**config.mk**
```make
export PLATFORM = sky130hd
export DESIGN_NAME = rtc_tick_irq
export DESIGN_NICKNAME = d
export VERILOG_FILES = /design/src/hdl/rtc_pkg.sv /design/src/hdl/rtc_tb_if.sv /design/src/hdl/rtc_timebase.sv /design/src/hdl/rtc_tick_irq.sv
export SDC_FILE = /design/constraint.sdc
export NUM_CORES = 1
export LEC_CHECK = 0
export BUFFER_PORTS_ARGS = -buffer_cell sky130_fd_sc_hd__buf_4
export CAP_MARGIN = 20
export CORE_AREA = 2 2 94 96
export DETAILED_ROUTE_END_ITERATION = 10
export DIE_AREA = 0 0 96 98
export PLACE_DENSITY = 0.78
export SLEW_MARGIN = 0
export SYNTH_ARGS = -nofsm -noshare
export SYNTH_HDL_FRONTEND = slang
export SYNTH_SLANG_ARGS = --single-unit
export TNS_END_PERCENT = 5
```
**constraint.sdc**
```tcl
create_clock -name aclk -period 2.1 [get_ports aclk]
set_input_delay 0.105 -clock aclk [delete_from_list [all_inputs] [get_ports aclk]]
set_output_delay 0.105 -clock aclk [all_outputs]
set_load 0.1 [all_outputs]
```
**src/hdl/rtc_pkg.sv**
```systemverilog
package rtc_pkg;
   localparam int unsigned ADDR_W = 8;
   localparam int unsigned DATA_W = 32;
   localparam int unsigned REG_W  = 16;

   // register indices; byte address is four times the index
   localparam logic [7:0] IDX_TIME_CTRL    = 8'h17;
   localparam logic [7:0] IDX_SUMMARY      = 8'h18;
   localparam logic [7:0] IDX_EVENT_STATUS = 8'h19;
   localparam logic [ADDR_W-1:0] ADDR_TIME_CTRL    = 8'(IDX_TIME_CTRL * 4);
   localparam logic [ADDR_W-1:0] ADDR_SUMMARY      = 8'(IDX_SUMMARY * 4);
   localparam logic [ADDR_W-1:0] ADDR_EVENT_STATUS = 8'(IDX_EVENT_STATUS * 4);

   // rtc_time_control fields
   localparam int unsigned BIT_HALT_REQ = 11;
   localparam int unsigned BIT_HALTED   = 10;
   localparam int unsigned PER_LSB      = 4;
   localparam int unsigned PER_W        = 3;
   localparam int unsigned SQW_LSB      = 0;
   localparam int unsigned SQW_W        = 4;
   localparam logic [PER_W-1:0] PER_RESET = 3'h2;
   localparam logic [SQW_W-1:0] SQW_RESET = 4'h0;
   localparam logic             HALT_RESET = 1'h0;

   // interrupt_summary flag positions
   localparam int unsigned BIT_OVERCURRENT  = 13;
   localparam int unsigned BIT_UNDERVOLTAGE = 12;
   localparam int unsigned BIT_CURRENT_SINK = 9;
   localparam int unsigned BIT_EXTERNAL     = 8;
   localparam int unsigned BIT_CODEC        = 7;
   localparam int unsigned BIT_PIN          = 6;
   localparam int unsigned BIT_AUX_CONV     = 5;
   localparam int unsigned BIT_RTC          = 4;
   localparam int unsigned BIT_SYSTEM       = 3;
   localparam int unsigned BIT_CHARGER      = 2;
   localparam int unsigned BIT_USB          = 1;
   localparam int unsigned BIT_WAKEUP       = 0;
   localparam logic [REG_W-1:0] SUMMARY_MASK  = 16'h33ff;
   localparam logic [REG_W-1:0] SUMMARY_RESET = 16'h0000;

   // second-level event status
   localparam int unsigned BIT_PER_EVENT = 7;
   localparam logic        EVENT_RESET   = 1'h0;

   // timebase
   localparam int unsigned PRESC_W   = 15;
   localparam int unsigned ROLL_W    = 5;
   localparam logic [3:0]  TRIM_MAX  = 4'h8;

   localparam logic [1:0] RESP_OKAY   = 2'h0;
   localparam logic [1:0] RESP_SLVERR = 2'h2;

   typedef enum logic [2:0]
   {
      RATE_OFF   = 3'h0,
      RATE_SEC   = 3'h1,
      RATE_MIN   = 3'h2,
      RATE_HOUR  = 3'h3,
      RATE_DAY   = 3'h4,
      RATE_MONTH = 3'h5
   } per_rate_e;

   typedef enum logic [1:0]
   {
      SEL_NONE, SEL_CTRL, SEL_SUMMARY, SEL_EVENT
   } reg_sel_e;

   typedef enum logic [1:0]
   {
      PS_IDLE  = 2'b00,
      PS_ARMED = 2'b01,
      PS_PULSE = 2'b11
   } per_state_e;
endpackage

```
**src/hdl/rtc_tb_if.sv**
```systemverilog
interface rtc_tb_if;
   logic       tick;
   logic [3:0] sqw_rate;
   logic [3:0] trim_ticks;
   logic       square_wave;

   modport timebase (output tick, output square_wave,
                     input sqw_rate, input trim_ticks);
   modport control  (input tick, input square_wave,
                     output sqw_rate, output trim_ticks);
endinterface

```
**src/hdl/rtc_timebase.sv**
```systemverilog
module rtc_timebase
(
   input wire logic     aclk,        // system clock
   input wire logic     aresetn,     // sync reset, active low
   input wire logic     clk32k_pin,  // 32768 Hz timebase from pin
   rtc_tb_if.timebase   tb           // tick and square wave
);
   logic [2:0]                      sync_ff;
   logic                            level_ff;
   logic                            tick_ff;
   logic [rtc_pkg::PRESC_W-1:0]     presc_ff;
   logic [3:0]                      hold_ff;
   logic                            sqw_ff;

   wire       agree     = sync_ff[1] == sync_ff[2];
   wire       nxt_level = agree ? sync_ff[2] : level_ff;
   wire       tick_rise = nxt_level & ~level_ff;
   wire       wrap      = &presc_ff;
   wire [3:0] tap_idx   = (tb.sqw_rate == 4'h0) ? 4'h0 : 4'hf - tb.sqw_rate;
   wire       nxt_sqw   = (tb.sqw_rate != 4'h0) & presc_ff[tap_idx];

   always_ff @(posedge aclk)
   begin
      if (!aresetn)
      begin
         sync_ff  <= 3'h0;
         level_ff <= 1'b0;
         tick_ff  <= 1'b0;
         sqw_ff   <= 1'b0;
      end
      else
      begin
         sync_ff  <= {sync_ff[1:0], clk32k_pin};
         level_ff <= nxt_level;
         tick_ff  <= tick_rise;
         sqw_ff   <= nxt_sqw;
      end
   end

   // trim holds the divider at zero after the seconds wrap: low phase grows
   always_ff @(posedge aclk)
   begin
      if (!aresetn)
      begin
         presc_ff <= '0;
         hold_ff  <= 4'h0;
      end
      else if (tick_ff)
      begin
         if (hold_ff != 4'h0)
            hold_ff <= hold_ff - 4'h1;
         else if (wrap)
         begin
            presc_ff <= '0;
            hold_ff  <= tb.trim_ticks;
         end
         else
            presc_ff <= presc_ff + 15'h1;
      end
   end

   assign tb.tick        = tick_ff;
   assign tb.square_wave = sqw_ff;
endmodule

```
**src/hdl/rtc_tick_irq.sv**
```systemverilog
// Our own choice: register access over AXI4-Lite.
module rtc_tick_irq
(
   input  wire logic        aclk,          // system clock, 100 MHz
   input  wire logic        aresetn,       // sync reset, active low
   input  wire logic        clk32k_pin,    // 32768 Hz timebase pin
   input  wire logic [4:0]  rollover,      // sec/min/hour/day/month wraps
   input  wire logic [3:0]  trim_ticks,    // trim stretch at seconds wrap
   input  wire logic [15:0] group_event,   // second-level source pulses
   output wire logic        periodic_pulse,// periodic event output
   output wire logic        square_wave,   // divided square wave
   output wire logic        counter_halt,  // seconds counter stopped
   input  wire logic [7:0]  s_axi_awaddr,  // write address
   input  wire logic        s_axi_awvalid, // write address valid
   output wire logic        s_axi_awready, // write address ready
   input  wire logic [31:0] s_axi_wdata,   // write data
   input  wire logic [3:0]  s_axi_wstrb,   // write byte strobes
   input  wire logic        s_axi_wvalid,  // write data valid
   output wire logic        s_axi_wready,  // write data ready
   output wire logic [1:0]  s_axi_bresp,   // write response
   output wire logic        s_axi_bvalid,  // write response valid
   input  wire logic        s_axi_bready,  // write response ready
   input  wire logic [7:0]  s_axi_araddr,  // read address
   input  wire logic        s_axi_arvalid, // read address valid
   output wire logic        s_axi_arready, // read address ready
   output wire logic [31:0] s_axi_rdata,   // read data
   output wire logic [1:0]  s_axi_rresp,   // read response
   output wire logic        s_axi_rvalid,  // read data valid
   input  wire logic        s_axi_rready   // read data ready
);
   function automatic rtc_pkg::reg_sel_e decode(input logic [7:0] addr);
      if (addr == rtc_pkg::ADDR_TIME_CTRL)
         return rtc_pkg::SEL_CTRL;
      else if (addr == rtc_pkg::ADDR_SUMMARY)
         return rtc_pkg::SEL_SUMMARY;
      else if (addr == rtc_pkg::ADDR_EVENT_STATUS)
         return rtc_pkg::SEL_EVENT;
      else
         return rtc_pkg::SEL_NONE;
   endfunction

   // codes 110 and 111 fall through as off
   function automatic logic rate_hit(input logic [2:0] rate,
                                     input logic [4:0] roll);
      logic hit;
      hit = 1'b0;
      unique case (rate)
         rtc_pkg::RATE_SEC:   hit = roll[0];
         rtc_pkg::RATE_MIN:   hit = roll[1];
         rtc_pkg::RATE_HOUR:  hit = roll[2];
         rtc_pkg::RATE_DAY:   hit = roll[3];
         rtc_pkg::RATE_MONTH: hit = roll[4];
         default:             hit = 1'b0;
      endcase
      return hit;
   endfunction

   rtc_tb_if tb ();

   rtc_timebase u_timebase
   (
      .aclk       (aclk),
      .aresetn    (aresetn),
      .clk32k_pin (clk32k_pin),
      .tb         (tb)
   );

   logic [2:0]           per_rate_ff;
   logic [3:0]           sqw_rate_ff;
   logic                 halt_req_ff;
   logic                 halted_ff;
   rtc_pkg::per_state_e  state_ff;
   rtc_pkg::per_state_e  nxt_state;
   logic [15:0]          summary_ff;
   logic                 per_event_ff;
   logic                 aw_held_ff;
   logic                 w_held_ff;
   logic [7:0]           awaddr_ff;
   logic [31:0]          wdata_ff;
   logic [3:0]           wstrb_ff;
   logic                 bvalid_ff;
   logic [1:0]           bresp_ff;
   logic                 rvalid_ff;
   logic [31:0]          rdata_ff;
   logic [1:0]           rresp_ff;

   // bus decode
   wire aw_take  = s_axi_awvalid & s_axi_awready;
   wire w_take   = s_axi_wvalid & s_axi_wready;
   wire ar_take  = s_axi_arvalid & s_axi_arready;
   wire do_write = aw_held_ff & w_held_ff & ~bvalid_ff;
   rtc_pkg::reg_sel_e wr_sel;
   rtc_pkg::reg_sel_e rd_sel;
   assign wr_sel = decode(awaddr_ff);
   assign rd_sel = decode(s_axi_araddr);
   wire wr_ctrl   = do_write & (wr_sel == rtc_pkg::SEL_CTRL);
   wire rd_sum    = ar_take & (rd_sel == rtc_pkg::SEL_SUMMARY);
   wire rd_event  = ar_take & (rd_sel == rtc_pkg::SEL_EVENT);

   // periodic event generator
   wire roll_hit    = rate_hit(per_rate_ff, rollover);
   wire pulse_start = (nxt_state == rtc_pkg::PS_PULSE) &
                      (state_ff != rtc_pkg::PS_PULSE);

   always_comb
   begin
      nxt_state = state_ff;
      if (halted_ff)
         nxt_state = rtc_pkg::PS_IDLE;
      else
      begin
         unique case (state_ff)
            rtc_pkg::PS_IDLE:
               if (roll_hit)
                  nxt_state = rtc_pkg::PS_ARMED;
            rtc_pkg::PS_ARMED:
               if (tb.tick)
                  nxt_state = rtc_pkg::PS_PULSE;
            rtc_pkg::PS_PULSE:
               if (tb.tick)
                  nxt_state = rtc_pkg::PS_IDLE;
            default:
               nxt_state = rtc_pkg::PS_IDLE;
         endcase
      end
   end

   // flag set terms; set beats the read clear
   wire [15:0] set_vec = (group_event & rtc_pkg::SUMMARY_MASK)
                       | (16'(pulse_start) << rtc_pkg::BIT_RTC);
   wire [15:0] clr_vec = rd_sum ? summary_ff : 16'h0000;
   wire [15:0] nxt_summary = (summary_ff & ~clr_vec) | set_vec;
   wire nxt_per_event = (per_event_ff & ~rd_event) | pulse_start;

   // register read values; unused bits read zero
   wire [15:0] ctrl_val = {4'h0, halt_req_ff, halted_ff, 3'h0,
                           per_rate_ff, sqw_rate_ff};
   wire [15:0] event_val = 16'(per_event_ff) << rtc_pkg::BIT_PER_EVENT;
   wire [15:0] rd_val =
      (rd_sel == rtc_pkg::SEL_CTRL)    ? ctrl_val :
      (rd_sel == rtc_pkg::SEL_SUMMARY) ? summary_ff :
      (rd_sel == rtc_pkg::SEL_EVENT)   ? event_val : 16'h0000;
   wire [1:0] rd_resp = (rd_sel == rtc_pkg::SEL_NONE) ?
                        rtc_pkg::RESP_SLVERR : rtc_pkg::RESP_OKAY;
   wire [1:0] wr_resp = (wr_sel == rtc_pkg::SEL_NONE) ?
                        rtc_pkg::RESP_SLVERR : rtc_pkg::RESP_OKAY;

   always_ff @(posedge aclk)
   begin
      if (!aresetn)
      begin
         per_rate_ff <= rtc_pkg::PER_RESET;
         sqw_rate_ff <= rtc_pkg::SQW_RESET;
         halt_req_ff <= rtc_pkg::HALT_RESET;
      end
      else if (wr_ctrl)
      begin
         if (wstrb_ff[1])
            halt_req_ff <= wdata_ff[rtc_pkg::BIT_HALT_REQ];
         if (wstrb_ff[0])
         begin
            per_rate_ff <= wdata_ff[rtc_pkg::PER_LSB +: rtc_pkg::PER_W];
            sqw_rate_ff <= wdata_ff[rtc_pkg::SQW_LSB +: rtc_pkg::SQW_W];
         end
      end
   end

   // counter stops on a timebase edge, as the seconds counter would
   always_ff @(posedge aclk)
   begin
      if (!aresetn)
         halted_ff <= rtc_pkg::HALT_RESET;
      else if (tb.tick)
         halted_ff <= halt_req_ff;
   end

   always_ff @(posedge aclk)
   begin
      if (!aresetn)
      begin
         state_ff     <= rtc_pkg::PS_IDLE;
         summary_ff   <= rtc_pkg::SUMMARY_RESET;
         per_event_ff <= rtc_pkg::EVENT_RESET;
      end
      else
      begin
         state_ff     <= nxt_state;
         summary_ff   <= nxt_summary;
         per_event_ff <= nxt_per_event;
      end
   end

   // write channel: address and data taken in either order
   always_ff @(posedge aclk)
   begin
      if (!aresetn)
      begin
         aw_held_ff <= 1'b0;
         w_held_ff  <= 1'b0;
         awaddr_ff  <= 8'h00;
         wdata_ff   <= 32'h0000_0000;
         wstrb_ff   <= 4'h0;
         bvalid_ff  <= 1'b0;
         bresp_ff   <= rtc_pkg::RESP_OKAY;
      end
      else
      begin
         if (aw_take)
         begin
            aw_held_ff <= 1'b1;
            awaddr_ff  <= s_axi_awaddr;
         end
         if (w_take)
         begin
            w_held_ff <= 1'b1;
            wdata_ff  <= s_axi_wdata;
            wstrb_ff  <= s_axi_wstrb;
         end
         if (do_write)
         begin
            aw_held_ff <= 1'b0;
            w_held_ff  <= 1'b0;
            bvalid_ff  <= 1'b1;
            bresp_ff   <= wr_resp;
         end
         else if (bvalid_ff && s_axi_bready)
            bvalid_ff <= 1'b0;
      end
   end

   // read channel: side effects happen on the address handshake
   always_ff @(posedge aclk)
   begin
      if (!aresetn)
      begin
         rvalid_ff <= 1'b0;
         rdata_ff  <= 32'h0000_0000;
         rresp_ff  <= rtc_pkg::RESP_OKAY;
      end
      else if (ar_take)
      begin
         rvalid_ff <= 1'b1;
         rdata_ff  <= {16'h0000, rd_val};
         rresp_ff  <= rd_resp;
      end
      else if (rvalid_ff && s_axi_rready)
         rvalid_ff <= 1'b0;
   end

   assign tb.sqw_rate   = sqw_rate_ff;
   assign tb.trim_ticks = (trim_ticks > rtc_pkg::TRIM_MAX) ?
                          rtc_pkg::TRIM_MAX : trim_ticks;

   assign periodic_pulse = (state_ff == rtc_pkg::PS_PULSE);
   assign square_wave    = tb.square_wave;
   assign counter_halt   = halted_ff;
   assign s_axi_awready  = ~aw_held_ff & ~bvalid_ff;
   assign s_axi_wready   = ~w_held_ff & ~bvalid_ff;
   assign s_axi_bvalid   = bvalid_ff;
   assign s_axi_bresp    = bresp_ff;
   assign s_axi_arready  = ~rvalid_ff;
   assign s_axi_rvalid   = rvalid_ff;
   assign s_axi_rdata    = rdata_ff;
   assign s_axi_rresp    = rresp_ff;
endmodule

```
==> summary by stage, run 1 <==
Worst hold path
The class of the most critical hold timing path is in2reg.

Yosys
The synthesized netlist devotes 14.9% of its cell area to compound gates. The dominant cell type by area after synthesis is dfxtp_1. After synthesis, the cell types taking the most area are dfxtp_1 (45%), mux2i_1 (5.8%), nand2_1 (5.0%). The share of synthesized registers carrying an async set or reset is 0%. The mean cell area of the mapped netlist is 9.37 um^2.

The synthesized netlist occupies a cell area of 4170 um^2. Sequential elements use 44.6% of the synthesized area. After synthesis, the largest area contributor takes up 44.6% of total cell area. Summing the areas of all and, or, nand and nor instances in the mapped netlist gives 23.3% of the synthesized area. For this run, the number of Yosys warnings is 0. The largest family of logic cells by synthesized area is simple AND/OR/NAND/NOR gates. The multiplexer share of the synthesized area is 7.11%. The most common flop cell mapped by yosys is dfxtp_1.

The adder-cell share of the synthesized area is 0.600%. The synthesized flop and latch total is 93. In this run, synthesis inferred 0 flip-flops with an integrated enable.

The synthesized instance count is 445. The number of distinct library cell variants in the gate-level netlist after synthesis is 61. The synthesized-area fraction occupied by xor and xnor cells is 2.52%.

Cells and area
Compared with the post-synthesis result, the final layout area differs by 27.0%. The number of non-filler instances in the completed layout is 662. The most common library cell in the layout ignoring fill and taps is dfxtp_1. The number of antenna diodes is 0.

The final-layout fill cell count is 704. In the layout the commonest cells are dfxtp_1 (92), buf_4 (89), nand2_1 (55). Of the cells placed in the final design, the portion with a size suffix greater than 1 is 25.1%. In the final design database the tool counted 636 nets.

Run status
The flow ran to the end, and the final reports show no timing, DRC or antenna violations.

Power and ir drop
Internal power comes to 2.64 mW. The peak ir drop on the vdd network is 0.452 mV. The switching power of the nets is 1.06 mW. Sequential cells burn 50.0% of the power. The logic gate share of total power is 15.7%. The analysis attributes to cell leakage a power of 2.22 nW.

In this run, the clock network consumes 34.3% of the power. In this run switching power makes up 28.7% of total power. Power spread over the standard cell area amounts to 700 nW/um^2.

Routing
In this run the remaining antenna-violating nets after routing total 0. The detailed router finished its first iteration with 153 violations. After detailed routing, the average wire length per cell comes to 13.5 um. The total via count after detailed routing is 3426.

The first-pass detailed-route iteration total is 4. The via count normalized by instance count is 5.18. The detailed-route wire length is 8950 um. The detailed-route DRC error count is 0.

Die
The initial standard-cell utilization of the core is 49.3%. The die is 98 um tall. The area of the die is 9410 um^2.

The area of the core is 8470 um^2. The die is 96 um wide. During I/O placement, the number of pins put on the boundary was 129. In this run the core area contains 34 standard-cell rows.

Clocking
The clock reaches the later pin of the worst-skew pair after 0.36 ns. The post-cts gate resize count is 0. Buffers added to address setup during post-CTS repair amount to 0. The TritonCTS buffer count is 9.

The tree is rooted in a clkbuf_8. The clock tree from TritonCTS is done. The H-tree generated during clock tree synthesis spans 3 levels. The number of sinks on the clock net is 93.

The clock-pin slew on the worst setup and hold paths is 0.09 ns. No sink is reached through more buffers than the 2 on the longest clock path.

Placed design
The HPWL after detailed placement is 6300 um. The final weighted congestion of routability-driven global placement is 0.865. The total of buffers placed on input and output ports is 80. The number of placed instances, taps included, is 621.

STA
The slew at the pin with the worst max-slew slack is 0.667 ns. Of the available clock period, the critical path in the final layout requires 93.2%. The count of pins over their slew limit is 0.

Setup repair after global routing left no endpoint under its margin. The clock tree skew after final layout is 0.00991 ns. Measured against its own limit, the worst slew margin works out to 54.9%.

For the finished layout, the period the worst path requires is 1.96 ns. The highest attainable clock frequency is 511 MHz. Setup violations remaining at the end of the flow were counted as 0. The final-layout setup total negative slack is 0 ns. The final hold violation count is 0.

Critical path
The worst setup path is of the reg2reg kind. The data required time of the critical path is 2.39 ns. The critical path arrival is 2.24 ns. The worst setup path is launched from a flip-flop. The endpoint type of the worst setup path is a flip-flop. The top fanout value on the critical path is 7.

GRT
The total congestion overflow is 0. The via count of the first global-routing pass is 3364. The first global-routing pass estimated 15000 um of wire. The overall global routing resource usage is 20.1%. Entering global routing, the biggest net connects 39 pins. The initial antenna violation count is 0.

Run
Max-cap violations in this run came to 0.
==> synth_stat cells, types with 3 or more instances <==
library cell,n
a22oi_1,7
o21a_1,11
mux2i_1,24
and2_1,6
nor2_2,10
nand3b_1,4
nand2b_1,5
o21ai_0,5
a21boi_0,15
nor2_1,34
buf_4,18
and2b_1,6
dfxtp_1,93
nor3_1,8
a21oi_1,15
xnor2_1,11
and3_1,5
nor4_1,5
inv_1,11
nand4_1,4
a21o_1,3
o31ai_1,3
buf_2,4
or3_1,3
clkbuf_1,13
nand2_1,55
nor4b_1,3
nand3_1,9
a2bb2oi_2,9
nor2b_1,9
==> critical path: stages, from the launching register on <==
cell,delay (ns)
dfxtp_1,0.34
inv_1,0.07
ha_1,0.26
nand4bb_1,0.15
or4_1,0.57
or3_1,0.33
a21oi_1,0.16
==> power groups by stage <==
stage | sequential, mW | clock, mW | combinational (mW)
after floorplan | 1.93 | 0 | 0.388
after global placement | 1.89 | 0 | 0.538
after detailed placement | 1.89 | 0 | 0.546
after CTS | 1.85 | 1.30 | 0.583
after global routing | 1.86 | 1.36 | 0.616
final | 1.85 | 1.27 | 0.582
==> final timing paths <==
check | startpoint | end | slack [ns] | depth (start not counted)
setup / recovery | u_timebase.hold_ff[0] | u_timebase.presc_ff[13] | 0.14 | 6
setup reg to reg | u_timebase.hold_ff[0] | u_timebase.presc_ff[13] | 0.14 | 6
hold reg to reg | u_timebase.level_ff | u_timebase.tb.tick | 0.43 | 1
hold / removal | s_axi_awaddr[6] | awaddr_ff[6] | 0.01 | 3
==> per-stage QoR <==
step           instance area (um^2)  total power [mW]  hold WS, ns  util (%)  setup WS, ns
4_1_cts                        5300              3.74    0.0000210      62.6         0.164
5_1_grt                        5300              3.84       0.0146      62.6        0.0423
3_5_place_dp                   4830              2.44        0.318      57.1         0.196
6_report                       5300              3.71       0.0125      62.6         0.142
3_3_place_gp                   4830              2.43        0.313      57.1         0.254
2_1_floorplan                  4250              2.32        0.229         -        0.0370
==> registers in the layout, indices dropped and copies added (netlist names), 2 cells and up <==
name / count
s_axi_rdata: 16
summary_ff: 16
u_timebase.presc_ff: 15
awaddr_ff: 8
wdata_ff: 8
sqw_rate_ff: 4
u_timebase.hold_ff: 4
per_rate_ff: 3
u_timebase.sync_ff: 3
state_ff: 2
wstrb_ff: 2
==> final cells by class <==
cell class	count	area, um^2	area share [%]
Clock buffer	11	151	2.86
Inverter	11	41.3	0.779
Clock inverter	5	65.1	1.23
Tap cell	108	135	2.55
Timing Repair Buffer	115	938	17.7
Multi-Input combinational cell	319	2100	39.7
Sequential cell	93	1860	35.2
==> metal layers <==
metal	part of all wire (%)	track usage, %
met1	43	25.0
met2	50	33.2
met3	4.6	4.78
met4	1.8	7.58
met5	0	0
==> cell families after synthesis <==
group / Yosys count
buf+inv: 50
compound gates: 79
other cells: 1
simple gates: 181
xor+xnor: 12
fa+ha+maj: 2
flops: 93
mux: 27
==> what timing repair did <==
item	CTS	global route
hold buffers	25	0
endpoints found under the hold margin	25	0
setup endpoints to repair	0	0
(Power assumes the default switching activity.)
==> run 2, diff against run 1 <==
==> constraint.sdc (replaced) <==
create_clock -name aclk -period 2.1 [get_ports aclk]
set_input_delay 0.42 -clock aclk [delete_from_list [all_inputs] [get_ports aclk]]
set_output_delay 0.42 -clock aclk [all_outputs]
set_load 0.1 [all_outputs]
==> summary by stage, run 2 (synthesis results as in run 1) <==
Run status
Outcome: complete, no violations (unchanged).

STA
The final hold violation count was 0 (unchanged). Unrepaired setup endpoints after global routing: false (unchanged). The final setup violation count came to 0 (unchanged). The highest attainable clock frequency is 515 MHz (was 511 MHz). The final worst hold slack is 0.267 ns (was 0.0125 ns). The minimum clock period is 1.94 ns (was 1.96 ns). The final-layout setup total negative slack came to 0 ns (unchanged). The part of the cycle the worst path needs is 92.5% (was 93.2%). The clock tree skew after final layout is 0.00734 ns (was 0.00991 ns). The count of pins over their slew limit is 0 (unchanged).

Placed design
The final weighted congestion of routability-driven global placement is 0.845 (was 0.865). The total of buffers placed on input and output ports is 80 (unchanged). The half-perimeter wire length after placement came to 6470 um (was 6300 um).

Routing
The final antenna-violating net count was 0 (unchanged). The detailed-route wire length is 8770 um (was 8950 um). The detail-routed net length per standard cell is 13.7 um (was 13.5 um). The initial detailed-routing violation count is 115 (was 153). The via count normalized by instance count was 5.26 (was 5.18). The detailed-route DRC error count is 0 (unchanged).

The total via count after detailed routing was 3355 (was 3426). The first-pass detailed-route iteration total is 4 (unchanged).

Cells and area
Top library cells by usage in the layout, fill and taps aside: dfxtp_1 (92), buf_4 (92), nand2_1 (55) (was dfxtp_1 (92), buf_4 (89), nand2_1 (55)). The number of antenna diodes came to 0 (unchanged). The area used by multi-input combinational logic is 2110 um^2 (was 2100 um^2). The area occupied by registers is 1860 um^2 (unchanged). The fraction of layout cells with a size suffix above 1 is 26.6% (was 25.1%).

The final layout net count came to 614 (was 636). The final-layout fill cell count is 737 (was 704). The area growth from synthesis to layout was 21.0% (was 27.0%).

GRT
The initial antenna violation count was 0 (unchanged). The overall global routing resource usage is 20.2% (was 20.1%). The total congestion overflow was 0 (unchanged). The wire length of the first global-routing pass is 15100 um (was 15000 um). The largest net degree at the start of global routing was 31 (was 39). The via count of the first global-routing pass is 3353 (was 3364).

Power and ir drop
The clock network power share is 32.6% (was 34.3%). The net switching fraction of the power came to 28.3% (was 28.7%). The power per cell area is 706 nW/um^2 (was 700 nW/um^2).

The logic gate share of total power is 15.4% (was 15.7%). The peak ir drop on the vdd network came to 0.409 mV (was 0.452 mV). The internal power consumption is 2.56 mW (was 2.64 mW). The register share of total power is 52.0% (was 50.0%). The switching power of the nets was 1.01 mW (was 1.06 mW).

The static leakage power is 2.12 nW (was 2.22 nW).

Clocking
The largest buffer count on any clock path was 2 (unchanged). The TritonCTS buffer count is 9 (unchanged). The hold buffer count at cts is 0 (was 25). The number of sinks on the clock net is 93 (unchanged). The clock tree from TritonCTS is done (unchanged).

The post-cts gate resize count is 0 (unchanged). The library cell used as clock root buffer is clkbuf_8 (unchanged). The clock latency of the later-clocked register in the worst-skew pair is 0.35 ns (was 0.36 ns). The post-CTS setup-driven buffer insertion count is 0 (unchanged).

The number of levels the H-tree was split into is 3 (unchanged). The clock-pin slew on the worst setup and hold paths was 0.09 ns (about the same).

Critical path
The total stage count of the critical path is 6 (unchanged). The cell count of the worst reg-to-reg path is 6 (unchanged). The maximum cell stage delay along the critical path came to 0.56 ns (was 0.57 ns). The start-to-end type of the worst setup path is reg2reg (unchanged). The top fanout value on the critical path came to 7 (unchanged). The family with the most delay on the worst path is simple AND/OR/NAND/NOR gates (unchanged). The worst setup path endpoint is u_timebase.presc_ff[13] (unchanged). The endpoint of the worst-slack reg-to-reg timing path is u_timebase.presc_ff[13] (unchanged). The critical path arrival was 2.23 ns (was 2.24 ns). The worst path buffer plus inverter count is 1 (unchanged). The start point of the critical path is u_timebase.hold_ff[0] (unchanged).

The endpoint type of the worst setup path is a flip-flop (unchanged). Cell breakdown of the critical path: inv_1 -> ha_1 -> nand4bb_1 -> or4_1 -> or3_1 -> a21oi_1 (unchanged). The data required time of the critical path is 2.38 ns (was 2.39 ns). The origin of the critical flop-to-flop path is u_timebase.hold_ff[0] (unchanged).

The startpoint class of the critical path was a flip-flop (unchanged). The cell type of the slowest stage on the worst timing path is or4_1 (unchanged). The setup slack of the most critical reg-to-reg path is 0.16 ns (was 0.14 ns).

Die
The initial standard-cell utilization of the core was 49.3% (unchanged). The area of the die is 9410 um^2 (unchanged). The width of the die is 96 um (unchanged).

The site row count is 34 (unchanged). The boundary pin count is 129 (unchanged). The area of the core was 8470 um^2 (unchanged).

The chip height came to 98 um (unchanged).

Run
The number of max-capacitance violations reported was 0 (unchanged).

Worst hold path
The class of the most critical hold timing path is in2reg (unchanged). The number of cells on the worst hold path was 2 (was 3).
run 2: cell count changes in the layout (fill, tap and decap cells not counted), sizes merged:
cell and delta:
dlygate4sd3 -25, clkbuf -1, buf +3, inv -2
clkinv +1
run 2: worst reg2reg max path, stage by stage, from the launching register on:
cell	delay, ns
dfxtp_1	0.34
inv_1	0.08
ha_1	0.27
nand4bb_1	0.16
or4_1	0.56
or3_1	0.32
a21oi_1	0.14
run 2: per-stage QoR:
stage          cells  power (mW)  cell area, um^2  setup slack, ns  util (%)
2_1_floorplan    462        2.32             4250           0.0331         -
3_3_place_gp     624        2.43             4850           0.0564      57.3
3_5_place_dp     624        2.45             4850           0.0351      57.3
4_1_cts          638        3.59             5040            0.161      59.5
5_1_grt          638        3.70             5050           0.0616      59.6
6_report         638        3.57             5050            0.158      59.6
run 2: worst min-delay path by stage:
| stage | startpoint | end |
|---|---|---|
| floorplan | u_timebase.level_ff | u_timebase.tb.tick |
| global placement | u_timebase.level_ff | u_timebase.tb.tick |
| detailed placement | u_timebase.level_ff | u_timebase.tb.tick |
| CTS | group_event[12] | summary_ff[12] |
| global route | group_event[12] | summary_ff[12] |
| finish | group_event[12] | summary_ff[12] |
run 2: per-layer routing:
metal  GRT usage [%]  vias up  wire (um)
li1                -     1667          -
met1            24.9     1591       3820
met2            33.9       82       4400
met3            3.55       15        360
met4            9.01        0        193
met5               0        -          0
run 2: power by group through the flow:
stage,Clock (mW),Combinational [mW],Sequential [mW]
3_5_place_dp,0,0.550,1.90
2_1_floorplan,0,0.388,1.93
3_3_place_gp,0,0.541,1.89
6_report,1.16,0.549,1.85
4_1_cts,1.18,0.552,1.85
5_1_grt,1.26,0.586,1.86
run 2: layout make-up:
cell class / instances / share of cell area, %
well taps: 108 / 2.68
flip-flops and latches: 93 / 36.9
inverters: 11 / 0.818
clock inverters: 4 / 0.992
multi-input cells: 319 / 41.8
clock buffers: 10 / 2.73
repair buffers: 93 / 14.1
